[src/include/ifd_pkg.sv]
// constants and types shared by the instruction field decoder files
package ifd_pkg;
	localparam int unsigned INSN_W = 16;
	localparam int unsigned FILE_W = 8;
	localparam int unsigned PERIPH_W = 5;
	localparam int unsigned BITN_W = 3;
	localparam int unsigned K8_W = 8;
	localparam int unsigned K11_W = 11;
	localparam int unsigned TBL_W = 16;
	localparam int unsigned CSTAT_W = 8;
	localparam int unsigned OSC_PER_TCY = 4;

	// operand field positions inside the instruction word
	localparam int unsigned FLD_FILE_LSB = 0;
	localparam int unsigned FLD_PERIPH_LSB = 8;
	localparam int unsigned FLD_BITN_LSB = 8;
	localparam int unsigned FLD_K8_LSB = 0;
	localparam int unsigned FLD_K11_LSB = 0;
	localparam int unsigned FLD_D_POS = 8;
	localparam int unsigned FLD_S_POS = 8;
	localparam int unsigned FLD_I_POS = 8;
	localparam int unsigned FLD_T_POS = 9;
	localparam int unsigned FLD_TWR_POS = 10;

	// opcode match masks and values
	localparam logic [15:0] OP_SGRP_M = 16'hF800;
	localparam logic [15:0] OP_SGRP_V = 16'h2800;
	localparam logic [15:0] OP_TLONG_M = 16'hF800;
	localparam logic [15:0] OP_TLONG_V = 16'hA800;
	localparam logic [15:0] OP_TSHORT_V = 16'hA000;
	localparam logic [15:0] OP_PERI_M = 16'hC000;
	localparam logic [15:0] OP_PERI_V = 16'h4000;
	localparam logic [15:0] OP_NIB_M = 16'hF000;
	localparam logic [15:0] OP_BSET_V = 16'h8000;
	localparam logic [15:0] OP_BTST_V = 16'h9000;
	localparam logic [15:0] OP_LIT_V = 16'hB000;
	localparam logic [15:0] OP_BTG_M = 16'hF800;
	localparam logic [15:0] OP_BTG_V = 16'h3800;
	localparam logic [15:0] OP_CMP_M = 16'hFC00;
	localparam logic [15:0] OP_CMP_V = 16'h3000;
	localparam logic [15:0] OP_D_M = 16'hFE00;
	localparam logic [15:0] OP_DECSZ_V = 16'h1600;
	localparam logic [15:0] OP_INCSZ_V = 16'h1E00;
	localparam logic [15:0] OP_DECSNZ_V = 16'h2600;
	localparam logic [15:0] OP_INCSNZ_V = 16'h2400;
	localparam logic [15:0] OP_CTL_M = 16'hFE00;
	localparam logic [15:0] OP_CTL_V = 16'h0000;
	localparam logic [15:0] OP_MOVWF_M = 16'hFF00;
	localparam logic [15:0] OP_MOVWF_V = 16'h0100;
	localparam logic [15:0] OP_JMP_M = 16'hE000;
	localparam logic [15:0] OP_GOTO_V = 16'hC000;
	localparam logic [15:0] OP_CALL_V = 16'hE000;
	localparam logic [15:0] OP_LCALL_V = 16'hB700;
	localparam logic [15:0] OP_RETLIT_V = 16'hB600;
	localparam logic [15:0] OP_FULL_M = 16'hFFFF;
	localparam logic [15:0] OP_RET_V = 16'h0002;
	localparam logic [15:0] OP_RETI_V = 16'h0005;

	// register byte offsets
	localparam logic [7:0] OFF_INSTR = 8'h00;
	localparam logic [7:0] OFF_CTRL = 8'h04;
	localparam logic [7:0] OFF_FIELDS = 8'h08;
	localparam logic [7:0] OFF_STATUS = 8'h0C;
	localparam logic [7:0] OFF_TPTR = 8'h10;
	localparam logic [7:0] OFF_TLAT = 8'h14;
	localparam logic [7:0] OFF_CSTAT = 8'h18;

	// control register layout and reset
	localparam int unsigned CTRL_PM_LSB = 0;
	localparam int unsigned CTRL_VAR_POS = 3;
	localparam int unsigned CTRL_COND_POS = 4;
	localparam int unsigned CTRL_EXT_POS = 5;
	localparam int unsigned CTRL_W = 6;
	localparam logic [5:0] CTRL_RST = 6'h7;
	localparam logic [2:0] PM_PROT3 = 3'h0;
	localparam logic [1:0] PM_PROT2 = 2'h0;
	localparam logic [2:0] PM_BLANK3 = 3'h7;
	localparam logic [1:0] PM_BLANK2 = 2'h3;

	// status register of the core
	localparam int unsigned IRQ_DIS_POS = 4;
	localparam logic [7:0] CSTAT_RST = 8'h3C;
	localparam logic [7:0] CSTAT_MASK = 8'h3C;
	localparam logic [15:0] TBL_RST = 16'h0000;

	typedef enum logic [1:0] {IFD_Q1, IFD_Q2, IFD_Q3, IFD_Q4} ifd_phase_t;
endpackage

[src/include/ifd_fields_if.sv]
// decoded instruction fields passed from the field decoder to the core
`timescale 1ns/100ps
`default_nettype none
interface ifd_fields_if;
	logic [15:0] word;
	logic [7:0]  file_addr;
	logic [4:0]  periph_addr;
	logic [2:0]  bit_num;
	logic [7:0]  k8;
	logic [10:0] k11;
	logic        to_accum;
	logic        to_file;
	logic        is_table;
	logic        tbl_write;
	logic        tbl_long;
	logic        tbl_hi;
	logic        tbl_inc;
	logic        is_skip;
	logic        is_pc_chg;
	logic        uses_k11;
	logic        d_bit;
	logic        s_bit;
	modport dec (input word, output file_addr, periph_addr, bit_num, k8, k11, to_accum,
		to_file, is_table, tbl_write, tbl_long, tbl_hi, tbl_inc, is_skip, is_pc_chg,
		uses_k11, d_bit, s_bit);
	modport core (output word, input file_addr, periph_addr, bit_num, k8, k11, to_accum,
		to_file, is_table, tbl_write, tbl_long, tbl_hi, tbl_inc, is_skip, is_pc_chg,
		uses_k11, d_bit, s_bit);
endinterface
`default_nettype wire

[src/rtl/ifd_field_decoder.sv]
// combinational split of one instruction word into operand fields
`timescale 1ns/100ps
`default_nettype none
module ifd_field_decoder (
	ifd_fields_if.dec f    // word in, fields out
);
	import ifd_pkg::*;

	function automatic logic hit(input logic [15:0] w, input logic [15:0] m,
		input logic [15:0] v);
		return (w & m) == v;
	endfunction

	wire logic s_grp;
	wire logic peri;
	wire logic bset;
	wire logic btst;
	wire logic btg;
	wire logic lit;
	wire logic cmp;
	wire logic sk_d;
	wire logic ctl;
	wire logic movwf;
	wire logic byte_d;
	wire logic tlong;
	wire logic tshort;

	assign f.file_addr = f.word[FLD_FILE_LSB +: FILE_W];
	assign f.periph_addr = f.word[FLD_PERIPH_LSB +: PERIPH_W];
	assign f.bit_num = f.word[FLD_BITN_LSB +: BITN_W];
	assign f.k8 = f.word[FLD_K8_LSB +: K8_W];
	assign f.k11 = f.word[FLD_K11_LSB +: K11_W];
	assign f.d_bit = f.word[FLD_D_POS];
	assign f.s_bit = f.word[FLD_S_POS];

	assign s_grp = hit(f.word, OP_SGRP_M, OP_SGRP_V);
	assign peri = hit(f.word, OP_PERI_M, OP_PERI_V);
	assign bset = hit(f.word, OP_NIB_M, OP_BSET_V);
	assign btst = hit(f.word, OP_NIB_M, OP_BTST_V);
	assign btg = hit(f.word, OP_BTG_M, OP_BTG_V);
	assign lit = hit(f.word, OP_NIB_M, OP_LIT_V);
	assign cmp = hit(f.word, OP_CMP_M, OP_CMP_V);
	assign ctl = hit(f.word, OP_CTL_M, OP_CTL_V);
	assign movwf = hit(f.word, OP_MOVWF_M, OP_MOVWF_V);
	assign tlong = hit(f.word, OP_TLONG_M, OP_TLONG_V);
	assign tshort = hit(f.word, OP_TLONG_M, OP_TSHORT_V);
	assign sk_d = hit(f.word, OP_D_M, OP_DECSZ_V) | hit(f.word, OP_D_M, OP_INCSZ_V)
		| hit(f.word, OP_D_M, OP_DECSNZ_V) | hit(f.word, OP_D_M, OP_INCSNZ_V);
	// don't-care bits never reach a match
	assign byte_d = (f.word[15:14] == 2'h0) & ~s_grp & ~ctl & ~movwf
		& (f.word[13:12] != 2'h3);

	// d clear to accumulator, set to file
	// s clear to both, set to file only
	assign f.to_accum = (byte_d & ~f.d_bit) | (s_grp & ~f.s_bit) | (lit & ~f.is_pc_chg);
	assign f.to_file = (byte_d & f.d_bit) | s_grp | movwf | peri | bset | btg
		| (f.is_table & ~f.tbl_write);

	assign f.is_table = tlong | tshort;
	assign f.tbl_long = tlong;
	assign f.tbl_write = f.word[FLD_TWR_POS];
	assign f.tbl_hi = f.word[FLD_T_POS];
	assign f.tbl_inc = f.word[FLD_I_POS];

	assign f.is_skip = cmp | btst | sk_d;
	assign f.is_pc_chg = hit(f.word, OP_JMP_M, OP_GOTO_V) | hit(f.word, OP_JMP_M, OP_CALL_V)
		| hit(f.word, OP_MOVWF_M, OP_LCALL_V) | hit(f.word, OP_MOVWF_M, OP_RETLIT_V)
		| hit(f.word, OP_FULL_M, OP_RET_V) | hit(f.word, OP_FULL_M, OP_RETI_V);
	assign f.uses_k11 = hit(f.word, OP_JMP_M, OP_GOTO_V) | hit(f.word, OP_JMP_M, OP_CALL_V);
endmodule
`default_nettype wire

[src/rtl/ifd_core_timing.sv]
// instruction field decode, cycle timing and code-protection gating with apb registers
//
// Behaviour
// - one sixteen-bit word split into opcode, operands
// - d zero to accumulator, one to file
// - s zero writes both, one file only
// - table pointer increments after instruction when set
// - t selects low or high latch byte
// - file address eight bits, 00h to FFh
// - peripheral address five bits, 00h to 1Fh
// - bit number plus file address
// - literal eight or eleven bits
// - one cycle unless skip, jump or long table
// - long table ops take two cycles, second nop
// - instruction cycle is four oscillator clocks
// - interrupt disable flag at status bit four
// - sixteen-bit pointer and byte-addressable sixteen-bit latch
// - unused bits zero, don't-care bits ignored
// - mode bits all zero select protected mode
// - protection blocks program memory access from outside
// - unprogrammed protection allows verify read-out
// - four phases: decode, read, execute, write
`timescale 1ns/100ps
`default_nettype none
module ifd_core_timing (
	input  wire logic        pclk,         // oscillator clock
	input  wire logic        presetn,      // async reset, low active
	input  wire logic        psel,         // apb select
	input  wire logic        penable,      // apb access phase
	input  wire logic        pwrite,       // apb direction
	input  wire logic [7:0]  paddr,        // apb byte address
	input  wire logic [31:0] pwdata,       // apb write data
	output logic      [31:0] prdata,       // apb read data
	output logic             pready,       // apb ready
	output logic             pslverr,      // apb error, unmapped
	input  wire logic [7:0]  file_data,    // addressed file register value
	input  wire logic [15:0] pm_rdata,     // program memory read word
	output logic      [1:0]  phase,        // current phase q1..q4
	output logic             tcy_clk,      // oscillator divided by four
	output logic             forced_nop,   // second cycle running as nop
	output logic             wr_accum,     // q4 write to accumulator
	output logic             wr_file,      // q4 write to file register
	output logic      [7:0]  tbl_byte,     // latch byte bound for file
	output logic             pm_rd_en,     // program memory read strobe
	output logic             pm_wr_en,     // program memory write strobe
	output logic      [15:0] pm_addr,      // program memory address
	output logic      [15:0] pm_wdata,     // program memory write word
	output logic             irq_disabled  // global interrupt disable
);
	import ifd_pkg::*;

	ifd_fields_if fld ();

	ifd_field_decoder u_dec (
		.f (fld)
	);

	function automatic logic [7:0] pick_byte(input logic [15:0] w, input logic hi);
		return hi ? w[15:8] : w[7:0];
	endfunction

	function automatic logic [15:0] put_byte(input logic [15:0] w, input logic hi,
		input logic [7:0] b);
		return hi ? {b, w[7:0]} : {w[15:8], b};
	endfunction

	ifd_phase_t       phase_q;
	ifd_phase_t       phase_d;
	logic             tcy_q;
	logic [15:0]      instr_q;
	logic             cur_q;
	logic             second_q;
	logic             pend_q;
	logic             pend_d;
	logic [15:0]      pend_word_q;
	logic [5:0]       ctrl_q;
	logic [15:0]      tptr_q;
	logic [15:0]      tptr_d;
	logic [15:0]      latch_q;
	logic [15:0]      latch_d;
	logic [7:0]       cstat_q;
	logic             wr_acc_q;
	logic             wr_file_q;
	logic [7:0]       tbyte_q;
	logic             rd_en_q;
	logic             wr_en_q;
	logic             pready_q;
	logic             pslverr_q;
	logic [31:0]      prdata_q;

	wire logic        acc;
	wire logic        wr;
	wire logic        sel_instr;
	wire logic        sel_ctrl;
	wire logic        sel_fields;
	wire logic        sel_status;
	wire logic        sel_tptr;
	wire logic        sel_tlat;
	wire logic        sel_cstat;
	wire logic        mapped;
	wire logic        stall;
	wire logic        ready_d;
	wire logic [31:0] rd_mux;
	wire logic [31:0] fields_w;
	wire logic [31:0] status_w;
	wire logic        prot;
	wire logic        pm_ok;
	wire logic        blank;
	wire logic        cond_true;
	wire logic        two_cyc;
	wire logic        drop_fetch;
	wire logic        end_tcy;
	wire logic        run;
	wire logic        tbl2;

	// apb decode
	assign acc = psel & penable & pready_q;
	assign wr = acc & pwrite;
	assign sel_instr = paddr == OFF_INSTR;
	assign sel_ctrl = paddr == OFF_CTRL;
	assign sel_fields = paddr == OFF_FIELDS;
	assign sel_status = paddr == OFF_STATUS;
	assign sel_tptr = paddr == OFF_TPTR;
	assign sel_tlat = paddr == OFF_TLAT;
	assign sel_cstat = paddr == OFF_CSTAT;
	assign mapped = sel_instr | sel_ctrl | sel_fields | sel_status | sel_tptr
		| sel_tlat | sel_cstat;
	// instruction write waits while a word is still pending
	assign stall = pwrite & sel_instr & pend_q;
	assign ready_d = psel & ~pready_q & ~stall;

	// eight-bit file address in the field view
	assign fields_w = {1'b0, fld.tbl_inc, fld.tbl_hi, fld.s_bit, fld.d_bit, fld.k11,
		fld.bit_num, fld.periph_addr, fld.file_addr};
	assign status_w = {22'h0, blank, prot, pm_ok, two_cyc, second_q, pend_q, cur_q,
		tcy_q, phase_q};
	assign rd_mux = sel_instr ? {16'h0000, instr_q}
		: sel_ctrl ? {26'h0, ctrl_q}
		: sel_fields ? fields_w
		: sel_status ? status_w
		: sel_tptr ? {16'h0000, tptr_q}
		: sel_tlat ? {16'h0000, latch_q}
		: sel_cstat ? {24'h000000, cstat_q}
		: 32'h00000000;

	// all mode bits zero means protected
	assign prot = ctrl_q[CTRL_VAR_POS]
		? (ctrl_q[CTRL_PM_LSB +: 2] == PM_PROT2)
		: (ctrl_q[CTRL_PM_LSB +: 3] == PM_PROT3);
	// external execution under protection loses program memory access
	assign pm_ok = ~prot | ~ctrl_q[CTRL_EXT_POS];
	assign blank = ctrl_q[CTRL_VAR_POS]
		? (ctrl_q[CTRL_PM_LSB +: 2] == PM_BLANK2)
		: (ctrl_q[CTRL_PM_LSB +: 3] == PM_BLANK3);

	assign cond_true = ctrl_q[CTRL_COND_POS];
	assign run = cur_q & ~second_q;
	assign end_tcy = phase_q == IFD_Q4;
	assign tbl2 = cur_q & second_q & fld.is_table & fld.tbl_long;
	// second cycle only for skip, jump or long table
	// long table ops always take two
	assign two_cyc = fld.tbl_long | fld.is_pc_chg | (fld.is_skip & cond_true);
	// prefetched word thrown away on skip or jump
	assign drop_fetch = run & end_tcy & two_cyc & ~fld.tbl_long;
	assign fld.word = instr_q;

	always_comb begin
		case (phase_q)
			IFD_Q1: phase_d = IFD_Q2;
			IFD_Q2: phase_d = IFD_Q3;
			IFD_Q3: phase_d = IFD_Q4;
			IFD_Q4: phase_d = IFD_Q1;
			default: phase_d = IFD_Q1;
		endcase
	end

	// a new write wins over the drop of the old word
	always_comb begin
		pend_d = pend_q;
		if (drop_fetch | (end_tcy & ~(run & two_cyc))) begin
			pend_d = 1'b0;
		end
		if (wr & sel_instr) begin
			pend_d = 1'b1;
		end
	end

	// table pointer and latch next values; software writes win
	always_comb begin
		tptr_d = tptr_q;
		latch_d = latch_q;
		// first cycle loads the selected byte
		if (run & fld.is_table & fld.tbl_write & (phase_q == IFD_Q3)) begin
			latch_d = put_byte(latch_q, fld.tbl_hi, file_data);
		end
		if (tbl2 & end_tcy) begin
			if (~fld.tbl_write & pm_ok) begin
				latch_d = pm_rdata;
			end
			if (fld.tbl_inc) begin
				tptr_d = tptr_q + 16'h0001;
			end
		end
		if (run & ~fld.tbl_long & fld.is_table & fld.tbl_inc & end_tcy) begin
			tptr_d = tptr_q + 16'h0001;
		end
		if (wr & sel_tptr) begin
			tptr_d = pwdata[15:0];
		end
		if (wr & sel_tlat) begin
			latch_d = pwdata[15:0];
		end
	end

	always_ff @(posedge pclk or negedge presetn) begin
		if (!presetn) begin
			phase_q <= IFD_Q1;
			tcy_q <= 1'b0;
		end else begin
			phase_q <= phase_d;
			tcy_q <= (phase_d == IFD_Q3) | (phase_d == IFD_Q4);
		end
	end

	// instruction sequencing at the end of each cycle
	always_ff @(posedge pclk or negedge presetn) begin
		if (!presetn) begin
			instr_q <= 16'h0000;
			cur_q <= 1'b0;
			second_q <= 1'b0;
			pend_q <= 1'b0;
			pend_word_q <= 16'h0000;
		end else begin
			pend_q <= pend_d;
			if (wr & sel_instr) begin
				pend_word_q <= pwdata[15:0];
			end
			if (end_tcy) begin
				if (run & two_cyc) begin
					second_q <= 1'b1;
				end else if (pend_q) begin
					instr_q <= pend_word_q;
					cur_q <= 1'b1;
					second_q <= 1'b0;
				end else begin
					cur_q <= 1'b0;
					second_q <= 1'b0;
				end
			end
		end
	end

	// q4 destination strobes and table byte
	always_ff @(posedge pclk or negedge presetn) begin
		if (!presetn) begin
			wr_acc_q <= 1'b0;
			wr_file_q <= 1'b0;
			tbyte_q <= 8'h00;
		end else begin
			wr_acc_q <= run & (phase_q == IFD_Q3) & fld.to_accum;
			wr_file_q <= run & (phase_q == IFD_Q3) & fld.to_file;
			if (run & fld.is_table & ~fld.tbl_write & (phase_q == IFD_Q2)) begin
				tbyte_q <= pick_byte(latch_q, fld.tbl_hi);
			end
		end
	end

	always_ff @(posedge pclk or negedge presetn) begin
		if (!presetn) begin
			tptr_q <= TBL_RST;
			latch_q <= TBL_RST;
		end else begin
			tptr_q <= tptr_d;
			latch_q <= latch_d;
		end
	end

	// memory strobes in q3 of the nop cycle only when allowed
	always_ff @(posedge pclk or negedge presetn) begin
		if (!presetn) begin
			rd_en_q <= 1'b0;
			wr_en_q <= 1'b0;
		end else begin
			rd_en_q <= tbl2 & (phase_q == IFD_Q2) & ~fld.tbl_write & pm_ok;
			wr_en_q <= tbl2 & (phase_q == IFD_Q2) & fld.tbl_write & pm_ok;
		end
	end

	// control and core status registers
	always_ff @(posedge pclk or negedge presetn) begin
		if (!presetn) begin
			ctrl_q <= CTRL_RST;
			cstat_q <= CSTAT_RST;
		end else begin
			if (wr & sel_ctrl) begin
				ctrl_q <= pwdata[CTRL_W-1:0];
			end
			if (wr & sel_cstat) begin
				cstat_q <= pwdata[CSTAT_W-1:0] & CSTAT_MASK;
			end
		end
	end

	// apb answer one cycle after setup unless stalled
	always_ff @(posedge pclk or negedge presetn) begin
		if (!presetn) begin
			pready_q <= 1'b0;
			pslverr_q <= 1'b0;
			prdata_q <= 32'h00000000;
		end else begin
			pready_q <= ready_d;
			if (ready_d) begin
				pslverr_q <= ~mapped;
				prdata_q <= pwrite ? 32'h00000000 : rd_mux;
			end
		end
	end

	assign prdata = prdata_q;
	assign pready = pready_q;
	assign pslverr = pslverr_q;
	assign phase = phase_q;
	assign tcy_clk = tcy_q;
	assign forced_nop = second_q;
	assign wr_accum = wr_acc_q;
	assign wr_file = wr_file_q;
	assign tbl_byte = tbyte_q;
	assign pm_rd_en = rd_en_q;
	assign pm_wr_en = wr_en_q;
	assign pm_addr = tptr_q;
	assign pm_wdata = latch_q;
	assign irq_disabled = cstat_q[IRQ_DIS_POS];
endmodule
`default_nettype wire

[config.mk]
export PLATFORM = sky130hd
export DESIGN_NAME = ifd_core_timing
export DESIGN_NICKNAME = d
export VERILOG_FILES = /design/src/include/ifd_pkg.sv /design/src/include/ifd_fields_if.sv /design/src/rtl/ifd_field_decoder.sv /design/src/rtl/ifd_core_timing.sv
export SDC_FILE = /design/constraint.sdc
export NUM_CORES = 1
export LEC_CHECK = 0
export ABC_CLOCK_PERIOD_IN_PS = 2000
export BUFFER_PORTS_ARGS = -buffer_cell sky130_fd_sc_hd__buf_2
export CAP_MARGIN = 10
export CORE_UTILIZATION = 49
export CTS_CLUSTER_SIZE = 10
export DETAILED_ROUTE_END_ITERATION = 10
export PLACE_DENSITY = 0.81
export RECOVER_POWER = 25
export SLEW_MARGIN = 20
export SYNTH_ARGS = -nofsm -noshare
export SYNTH_HDL_FRONTEND = slang
export SYNTH_SLANG_ARGS = --single-unit
[constraint.sdc]
create_clock -name pclk -period 2 [get_ports pclk]
set_input_delay 0.6 -clock pclk [delete_from_list [all_inputs] [get_ports pclk]]
set_output_delay 0.6 -clock pclk [all_outputs]
set_load 0.05 [all_outputs]
# Word-level counts from Yosys, hierarchy flattened
# Index checks and enable logic that the tools add are counted.
[totals] regBits=126 latch_bits=0 mem_bits_rw=0 rom_bits=0 in_bits=69 wordCells=185 mem_count=0
[op_classes] n_addsub=1 multipliers=0 div=0 n_lt_le_gt_ge=0 eq_ne=34 n_shift=0 n_mux=25 bitwise_logic=94 n_reduce_logical=12
[op_table] cell="16-bit 2-to-1 mux" count=12
[op_table] cell="31-bit 2-to-1 mux" count=4
[op_table] cell="1-bit bitwise AND" count=50
[op_table] cell="1-bit OR" count=30
[op_table] cell="8-bit by 5-bit equality test with 1-bit output, second input constant" count=3
[op_table] cell="16-bit by 1-bit adder with 16-bit output, second input constant" count=1
[op_table] cell="16-bit by 2-bit equality test with 1-bit output, second input constant" count=1
[op_table] cell="16-bit by 3-bit equality test with 1-bit output, second input constant" count=1
[op_table] cell="8-bit by 4-bit equality test with 1-bit output, second input constant" count=2
[op_table] cell="8-bit equality test, second input constant" count=2
[op_table] cell="16-bit logical NOT" count=1
[op_table] cell="7-bit by 4-bit equality test with 1-bit output, second input constant" count=2
[op_table] cell="7-bit by 5-bit equality test with 1-bit output, second input constant" count=2
[op_table] cell="1-bit NOT" count=14
[op_table] cell="4-bit equality test, second input constant" count=3
[op_table] cell="2-bit equality test, second input constant" count=5
[op_table] cell="5-bit by 3-bit equality test with 1-bit output, second input constant" count=2
[op_table] cell="5-bit equality test, second input constant" count=2
[op_table] cell="3-bit equality test, second input constant" count=3
[op_table] cell="8-bit by 1-bit equality test with 1-bit output, second input constant" count=1
[op_table] cell="8-bit by 3-bit equality test with 1-bit output, second input constant" count=1
[op_table] cell="8-bit logical NOT" count=1
[op_table] cell="8-bit 2-to-1 mux" count=1
[op_table] cell="2-bit one-hot mux with 4 select lines" count=1
[op_table] cell="other kinds (11)" count=21

# Logic depth before layout (Yosys ltp)
[depth] depth_word=14 ltp_mapped=8 mapped_depth_nobuf=7

# Modules after synthesis
# A second synthesis with hierarchy kept.
[unflattened] cells_unflattened=726 area_unflattened_um2=7093.1
[by_module_without_submodules] module="ifd_core_timing" instances=1 cells_each=652 area_each_um2=6573.8 seq_area_each_um2=3111.7
[by_module_without_submodules] module="ifd_field_decoder" instances=1 cells_each=74 area_each_um2=519.2 seq_area_each_um2=0.0

# Least setup slack after synthesis
# OpenSTA, ideal clock, no wires.
[synth_path] path_type="register -> register" start="register phase_q[1] (netlist: phase[1])" end="register tptr_q[14] (netlist: pm_addr[14])" t_arrival_ns=2.086 slack_ns=-0.163 path_stages_with_launch=7 period_less_slack_ns=2.163 path_cell_list="dfrtp_1 ha_1 nand3_1 nor4_2 nand4_1 xor2_1 a21oi_1"
[synth_between] elab_chain_len=4 word_cells_on_any_way=8
[synth_lines] item="from (decl)" line_no="ifd_core_timing.sv:67" rtl="ifd_phase_t phase_q;"
[synth_lines] item="from (signal assigned)" line_no="ifd_core_timing.sv:220" rtl="phase_q <= phase_d;"
[synth_lines] item="2-bit equality test (*)" line_no="ifd_core_timing.sv:158" rtl="assign end_tcy = phase_q == IFD_Q4;"
[synth_lines] item="1-bit bitwise AND (on tied branches)" line_no="ifd_core_timing.sv:196, ifd_core_timing.sv:204"
[synth_lines] item="3-bit nonzero test (no source line) or 16-bit 2-to-1 mux (tied branches)"
[synth_lines] item="2-bit AND reduction (no source line) or 16-bit 2-to-1 mux (tied branches)"
[synth_lines] item="to (signal assigned)" line_no="ifd_core_timing.sv:273" rtl="tptr_q <= tptr_d;"
[synth_lines] item="to (decl)" line_no="ifd_core_timing.sv:77" rtl="logic [15:0] tptr_q;"
# Mark *: on every way between the ends. The rest lies on a longest branch, timed or not.
# A chain may end at the register's enable or synchronous reset.

# Worst setup path after layout
[layout_path] start="register instr_q[12] (netlist: fld.word[12])" end="register instr_q[5] (netlist: fld.word[5])"
[layout_between] elab_chain_len=10 word_cells_on_any_way=26
[layout_lines] item="from (decl)" line_no="ifd_core_timing.sv:70" rtl="logic [15:0] instr_q;"
[layout_lines] item="from (signal assigned)" line_no="ifd_core_timing.sv:242" rtl="instr_q <= pend_word_q;"
[layout_lines] item="8-bit equality test or 7-bit by 4-bit equality test with 1-bit output (tied branches)" line_no="ifd_field_decoder.sv:11" rtl="return (w & m) == v;"
[layout_lines] item="1-bit OR (on tied branches)" line_no="ifd_field_decoder.sv:67, ifd_field_decoder.sv:47"
[layout_lines] item="1-bit OR (on tied branches)" line_no="ifd_field_decoder.sv:67, ifd_field_decoder.sv:48"
[layout_lines] item="1-bit OR (on tied branches)" line_no="ifd_field_decoder.sv:68, ifd_field_decoder.sv:48"
[layout_lines] item="1-bit OR (on tied branches)" line_no="ifd_field_decoder.sv:68, ifd_field_decoder.sv:65"
[layout_lines] item="1-bit OR or 1-bit bitwise AND (tied branches)" line_no="ifd_core_timing.sv:162" rtl="assign two_cyc = fld.tbl_long | fld.is_pc_chg | (fld.is_skip & cond_true);"
[layout_lines] item="1-bit OR (*)" line_no="ifd_core_timing.sv:162"
[layout_lines] item="1-bit bitwise AND (*)" line_no="ifd_core_timing.sv:239" rtl="if (run & two_cyc) begin"
[layout_lines] item="1-bit NOT (no source line) (*)"
[layout_lines] item="3-bit AND reduction (no source line) (*)"
# Marked as above.

==> metrics list <==
- The flow ran to the end, but the final reports show violations.
* Violations in the final reports: setup timing
- The first global-routing pass estimated 32300 um of wire.
* Width of the die: ~120 um
* Endpoint class of the critical path: register
- Number of distinct standard cells referenced by the synthesized netlist: 68
- Critical Path RT: approximately 2.3 ns
- Floorplan core area: ~0.013 mm^2
- Setup repair after global routing could not meet its margin everywhere.
- Setup slack on the critical path of the routed design comes to -0.211 ns.
- Number of CTS-inserted buffers: 17
- Drt first pass iters: 5
* Final critical-path required period: approximately 2.2 ns
- Walking the worst path, the cells encountered are or4_4 -> nor4_4 -> a32oi_2 -> a31oi_4 -> buf_4 -> mux2_2.
- Number of clock sinks seen by CTS: 120
* Number of antenna cells inserted: 0
* CTS hold repair buffers: 0
- HP Class: in -> async
* Cell area after technology mapping: around 0.0063 mm^2
- For the pin with the worst max-slew slack, the measured transition is between 0.8 and 0.9 ns.
- By area the synthesized netlist is led by sky130_fd_sc_hd__dfrtp_1 (45%), sky130_fd_sc_hd__mux2_2 (6.8%), sky130_fd_sc_hd__mux2i_1 (5.7%), sky130_fd_sc_hd__a21oi_1 (3.8%), sky130_fd_sc_hd__dfstp_2 (2.9%).
* Residual DRC: 0
- Via total after detailed routing: roughly 6000
* Share of layout cells above drive strength 1: 45.1%
- Port Buffers: approximately 130
* Final setup viols: 17
* Post-DP Area: 0.00796 mm^2
- The most critical setup path has its endpoint at fld.word[5]$_DFFE_PN0P_.
- Number of antenna-violating nets in the routed design: 0
* Startpoint type of the worst setup path: register
* Starting utilization of the core area: roughly half
* Leakage power: just over 0.004 uW
- Max-slew headroom at the worst pin: a little under half
* Portion of the clock cycle consumed by the worst path in the final layout: 111%
- Max cap viols: 0
- Of the synthesized area, sequential elements account for between 40% and 50%.
- By instance count, the leading cell after synthesis is sky130_fd_sc_hd__dfrtp_1.
* Post-Layout Inst Area: about 0.0087 mm^2
- Antenna violations before repair: 0
- Max Clock Skew: roughly 0.0080 ns
* TritonCTS clock tree: yes
* Post-synth EDFFs: 0
- The area growth from synthesis to layout is 38.0%.
* Routability cong.: about 0.95
* Area taken by flip-flops and latches: ~0.003 mm^2
- Max Fclk: 452 MHz
- Entering global routing, the biggest net connects 58 pins.
- Accumulated negative setup slack: -3.05 ns
* Master of the slowest instance on the critical path: sky130_fd_sc_hd__or4_4
* Reg2reg setup slack: -0.21 ns
- Share of synthesized registers carrying an async set or reset: 100%
- The H-tree generated during clock tree synthesis spans 4 levels.
- Peak supply drop: roughly 0.00069 V
- Area taken by multi-input logic gates: 0.00325 mm^2
- Synthesis inferred 120 register bits.
- Row generation in the floorplan step produced 41 rows.
* Total number of nets in the final design: 879
- Warning count from the yosys run: 0
- Counting the fill cells in the layout gives approximately 940.
* Number of DRC markers in iteration 0: ~480
- After global routing the overflow that remains totals 0.
* Capture instance of the worst register-to-register path: fld.word[5]$_DFFE_PN0P_
- For this design the ratio of total power to cell area is 735 mW/mm^2.
* Top cell type by total area after synthesis: sky130_fd_sc_hd__dfrtp_1
* Clock-pin slew of the registers on the worst-case setup and hold paths: 0.06 ns
* Via density: approximately 6.0
- Share of the synthesized area in the top cell type: between 40 and 50%
- In this design, the stage delay of the slowest critical-path cell is roughly 0.55 ns.
* Worst Setup Slack post-DPL: -0.304 ns
- In the synthesized netlist the dominant register cell turns out to be sky130_fd_sc_hd__dfrtp_1.
- Syn Nets: between 600 and 700
- Critical Setup Path Class: reg -> reg
- Mean area per synthesized cell: ~11 um^2
- Later-pin clock latency in the skew report: between 0.4 and 0.5 ns
- Data arrives at the worst endpoint at roughly 2.5 ns.
* Depth of the worst register-to-register path: 6
* Most numerous cell types in the synthesized netlist: sky130_fd_sc_hd__dfrtp_1 (113), sky130_fd_sc_hd__a21oi_1 (48), sky130_fd_sc_hd__nand2_1 (39), sky130_fd_sc_hd__nor2_1 (39), sky130_fd_sc_hd__mux2_2 (38)
- Die height: about 120 um
- Dividing the detail-routed wire length by the instance count gives between 20 and 25 um.
* Count of final max-slew check failures: 0
* Number of buffers on the longest clock path: 2
- The die covers between 0.01 and 0.015 mm^2.
* Worst setup startpoint: fld.word[12]$_DFFE_PN0P_
- Final routed wirelength across all metal layers: between 20000 and 25000 um
* Number of global-route vias before repair: about 5800
- During I/O placement, the number of pins put on the boundary was ~150.
- Critical R2R Launch: fld.word[12]$_DFFE_PN0P_
- Maximum fanout along the worst path: 3
* Overall Global Routing Usage: approximately 33%
- The total count of hold-check failures in the final report was 0.
* Detailed placement HPWL: roughly 16000 um
- CTS Root Buffer Type: sky130_fd_sc_hd__clkbuf_16
- Cells after Synth: slightly below 600
==> timing repair <==
item,in CTS,in global routing
pin swaps,0,6
cloned,0,0
endpoints found under the setup margin,19,48
gates resized for setup,2,15
setup buffers,1,8
==> routing by layer <==
metal | vias to the layer above | global-route usage (%) | share of wire [%]
li1 | 2615 | - | -
met1 | 2945 | 43.3 | 41
met2 | 332 | 52.6 | 47
met3 | 75 | 6.49 | 7.5
met4 | 0 | 14.8 | 3.9
met5 | - | 0 | 0
==> power breakdown <==
| part | switching [uW] | internal, uW | leakage (uW) | total, uW |
|---|---|---|---|---|
| Sequential | 24.1 | 2450 | 0.00154 | 2480 |
| Clock | 1170 | 2340 | 0.000320 | 3510 |
| Combinational | 296 | 149 | 0.00230 | 445 |
| Total | 1490 | 4940 | 0.00415 | 6430 |
==> cell type report <==
type,instances,share of cell area (%)
clock buffer,17,4.86
timing repair buffer,238,17.9
clock inverter,15,2.83
inverter,9,0.386
multi-input combinational,419,37.1
sequential,120,34.5
tap,172,2.46
==> worst min-delay path by stage <==
| stage | startpoint | end | slack [ns] | depth (start not counted) |
|---|---|---|---|---|
| after floorplan | presetn | ctrl_q[3]$_DFFE_PN0P_ | 0.30 | 0 |
| after global placement | tbl_byte[1]$_DFFE_PN0P_ | tbl_byte[1]$_DFFE_PN0P_ | 0.46 | 2 |
| after detailed placement | tbl_byte[3]$_DFFE_PN0P_ | tbl_byte[3]$_DFFE_PN0P_ | 0.47 | 2 |
| after CTS | presetn | prdata[17]$_DFFE_PN0P_ | 0.13 | 1 |
| after global routing | presetn | fld.word[2]$_DFFE_PN0P_ | 0.32 | 1 |
| final | presetn | prdata[18]$_DFFE_PN0P_ | 0.26 | 1 |
==> critical path, delay by kind of cell (launching register included) <==
kind	cells	cell delay, ns
AND/OR/NAND/NOR	2	0.74
flip-flops	1	0.37
buffers and inverters	1	0.18
AO/OA/AOI/OAI	2	0.45
multiplexers	1	0.33
==> registers in the layout (all words and copies together), names as in the netlist, 2 cells and up <==
| register | count |
|---|---|
| prdata | 27 |
| fld.word | 16 |
| pend_word_q | 16 |
| pm_wdata | 16 |
| ctrl_q | 6 |
| cstat_q | 4 |
| pm_addr | 16 |
| tbl_byte | 8 |
| phase | 2 |
==> metrics by stage <==
step | hold slack, ns | util (%) | total power (uW) | instances
floorplan | 0.304 | - | 2710 | 588
global placement | 0.460 | 63.1 | 2950 | 949
detailed placement | 0.470 | 63.1 | 2960 | 949
CTS | 0.132 | 68.6 | 6450 | 982
global route | 0.315 | 69.3 | 6580 | 990
finish | 0.263 | 69.3 | 6430 | 990
==> cells by family (layout without fill, tap and decap cells) <==
logic type	Yosys count	after routing	share of synthesized area, %
DFF	120	120	47.5
buffers and inverters	49	279	3.97
muxes	84	84	14.8
xor gates and xnor gates	16	16	2.21
and+or+nand+nor	163	163	14.9
other	1	1	0.0592
adders and majority gates	5	5	0.987
AOI/OAI and AO/OA	150	150	15.6
==> cell usage in the layout, fill, tap and decap left out, drive strengths merged, types with 4 or more instances in the layout <==
master   instances
a211oi           5
a21oi           48
a221oi           4
a22o            11
a22oi            8
a32oi            5
buf            235
bufinv           6
clkbuf          20
clkinv           4
dfrtp          113
dfstp            7
ha               5
inv             11
mux2            48
mux2i           36
nand2           40
nand2b           7
nand3           16
nand3b           6
nand4            8
nor2            39
nor2b            4
nor3            12
nor4             7
o21ai           29
o22ai           16
o2bb2ai          4
o31ai            5
xnor2            5
xor2            11
No activity file was read; power rests on OpenSTA's default activity.
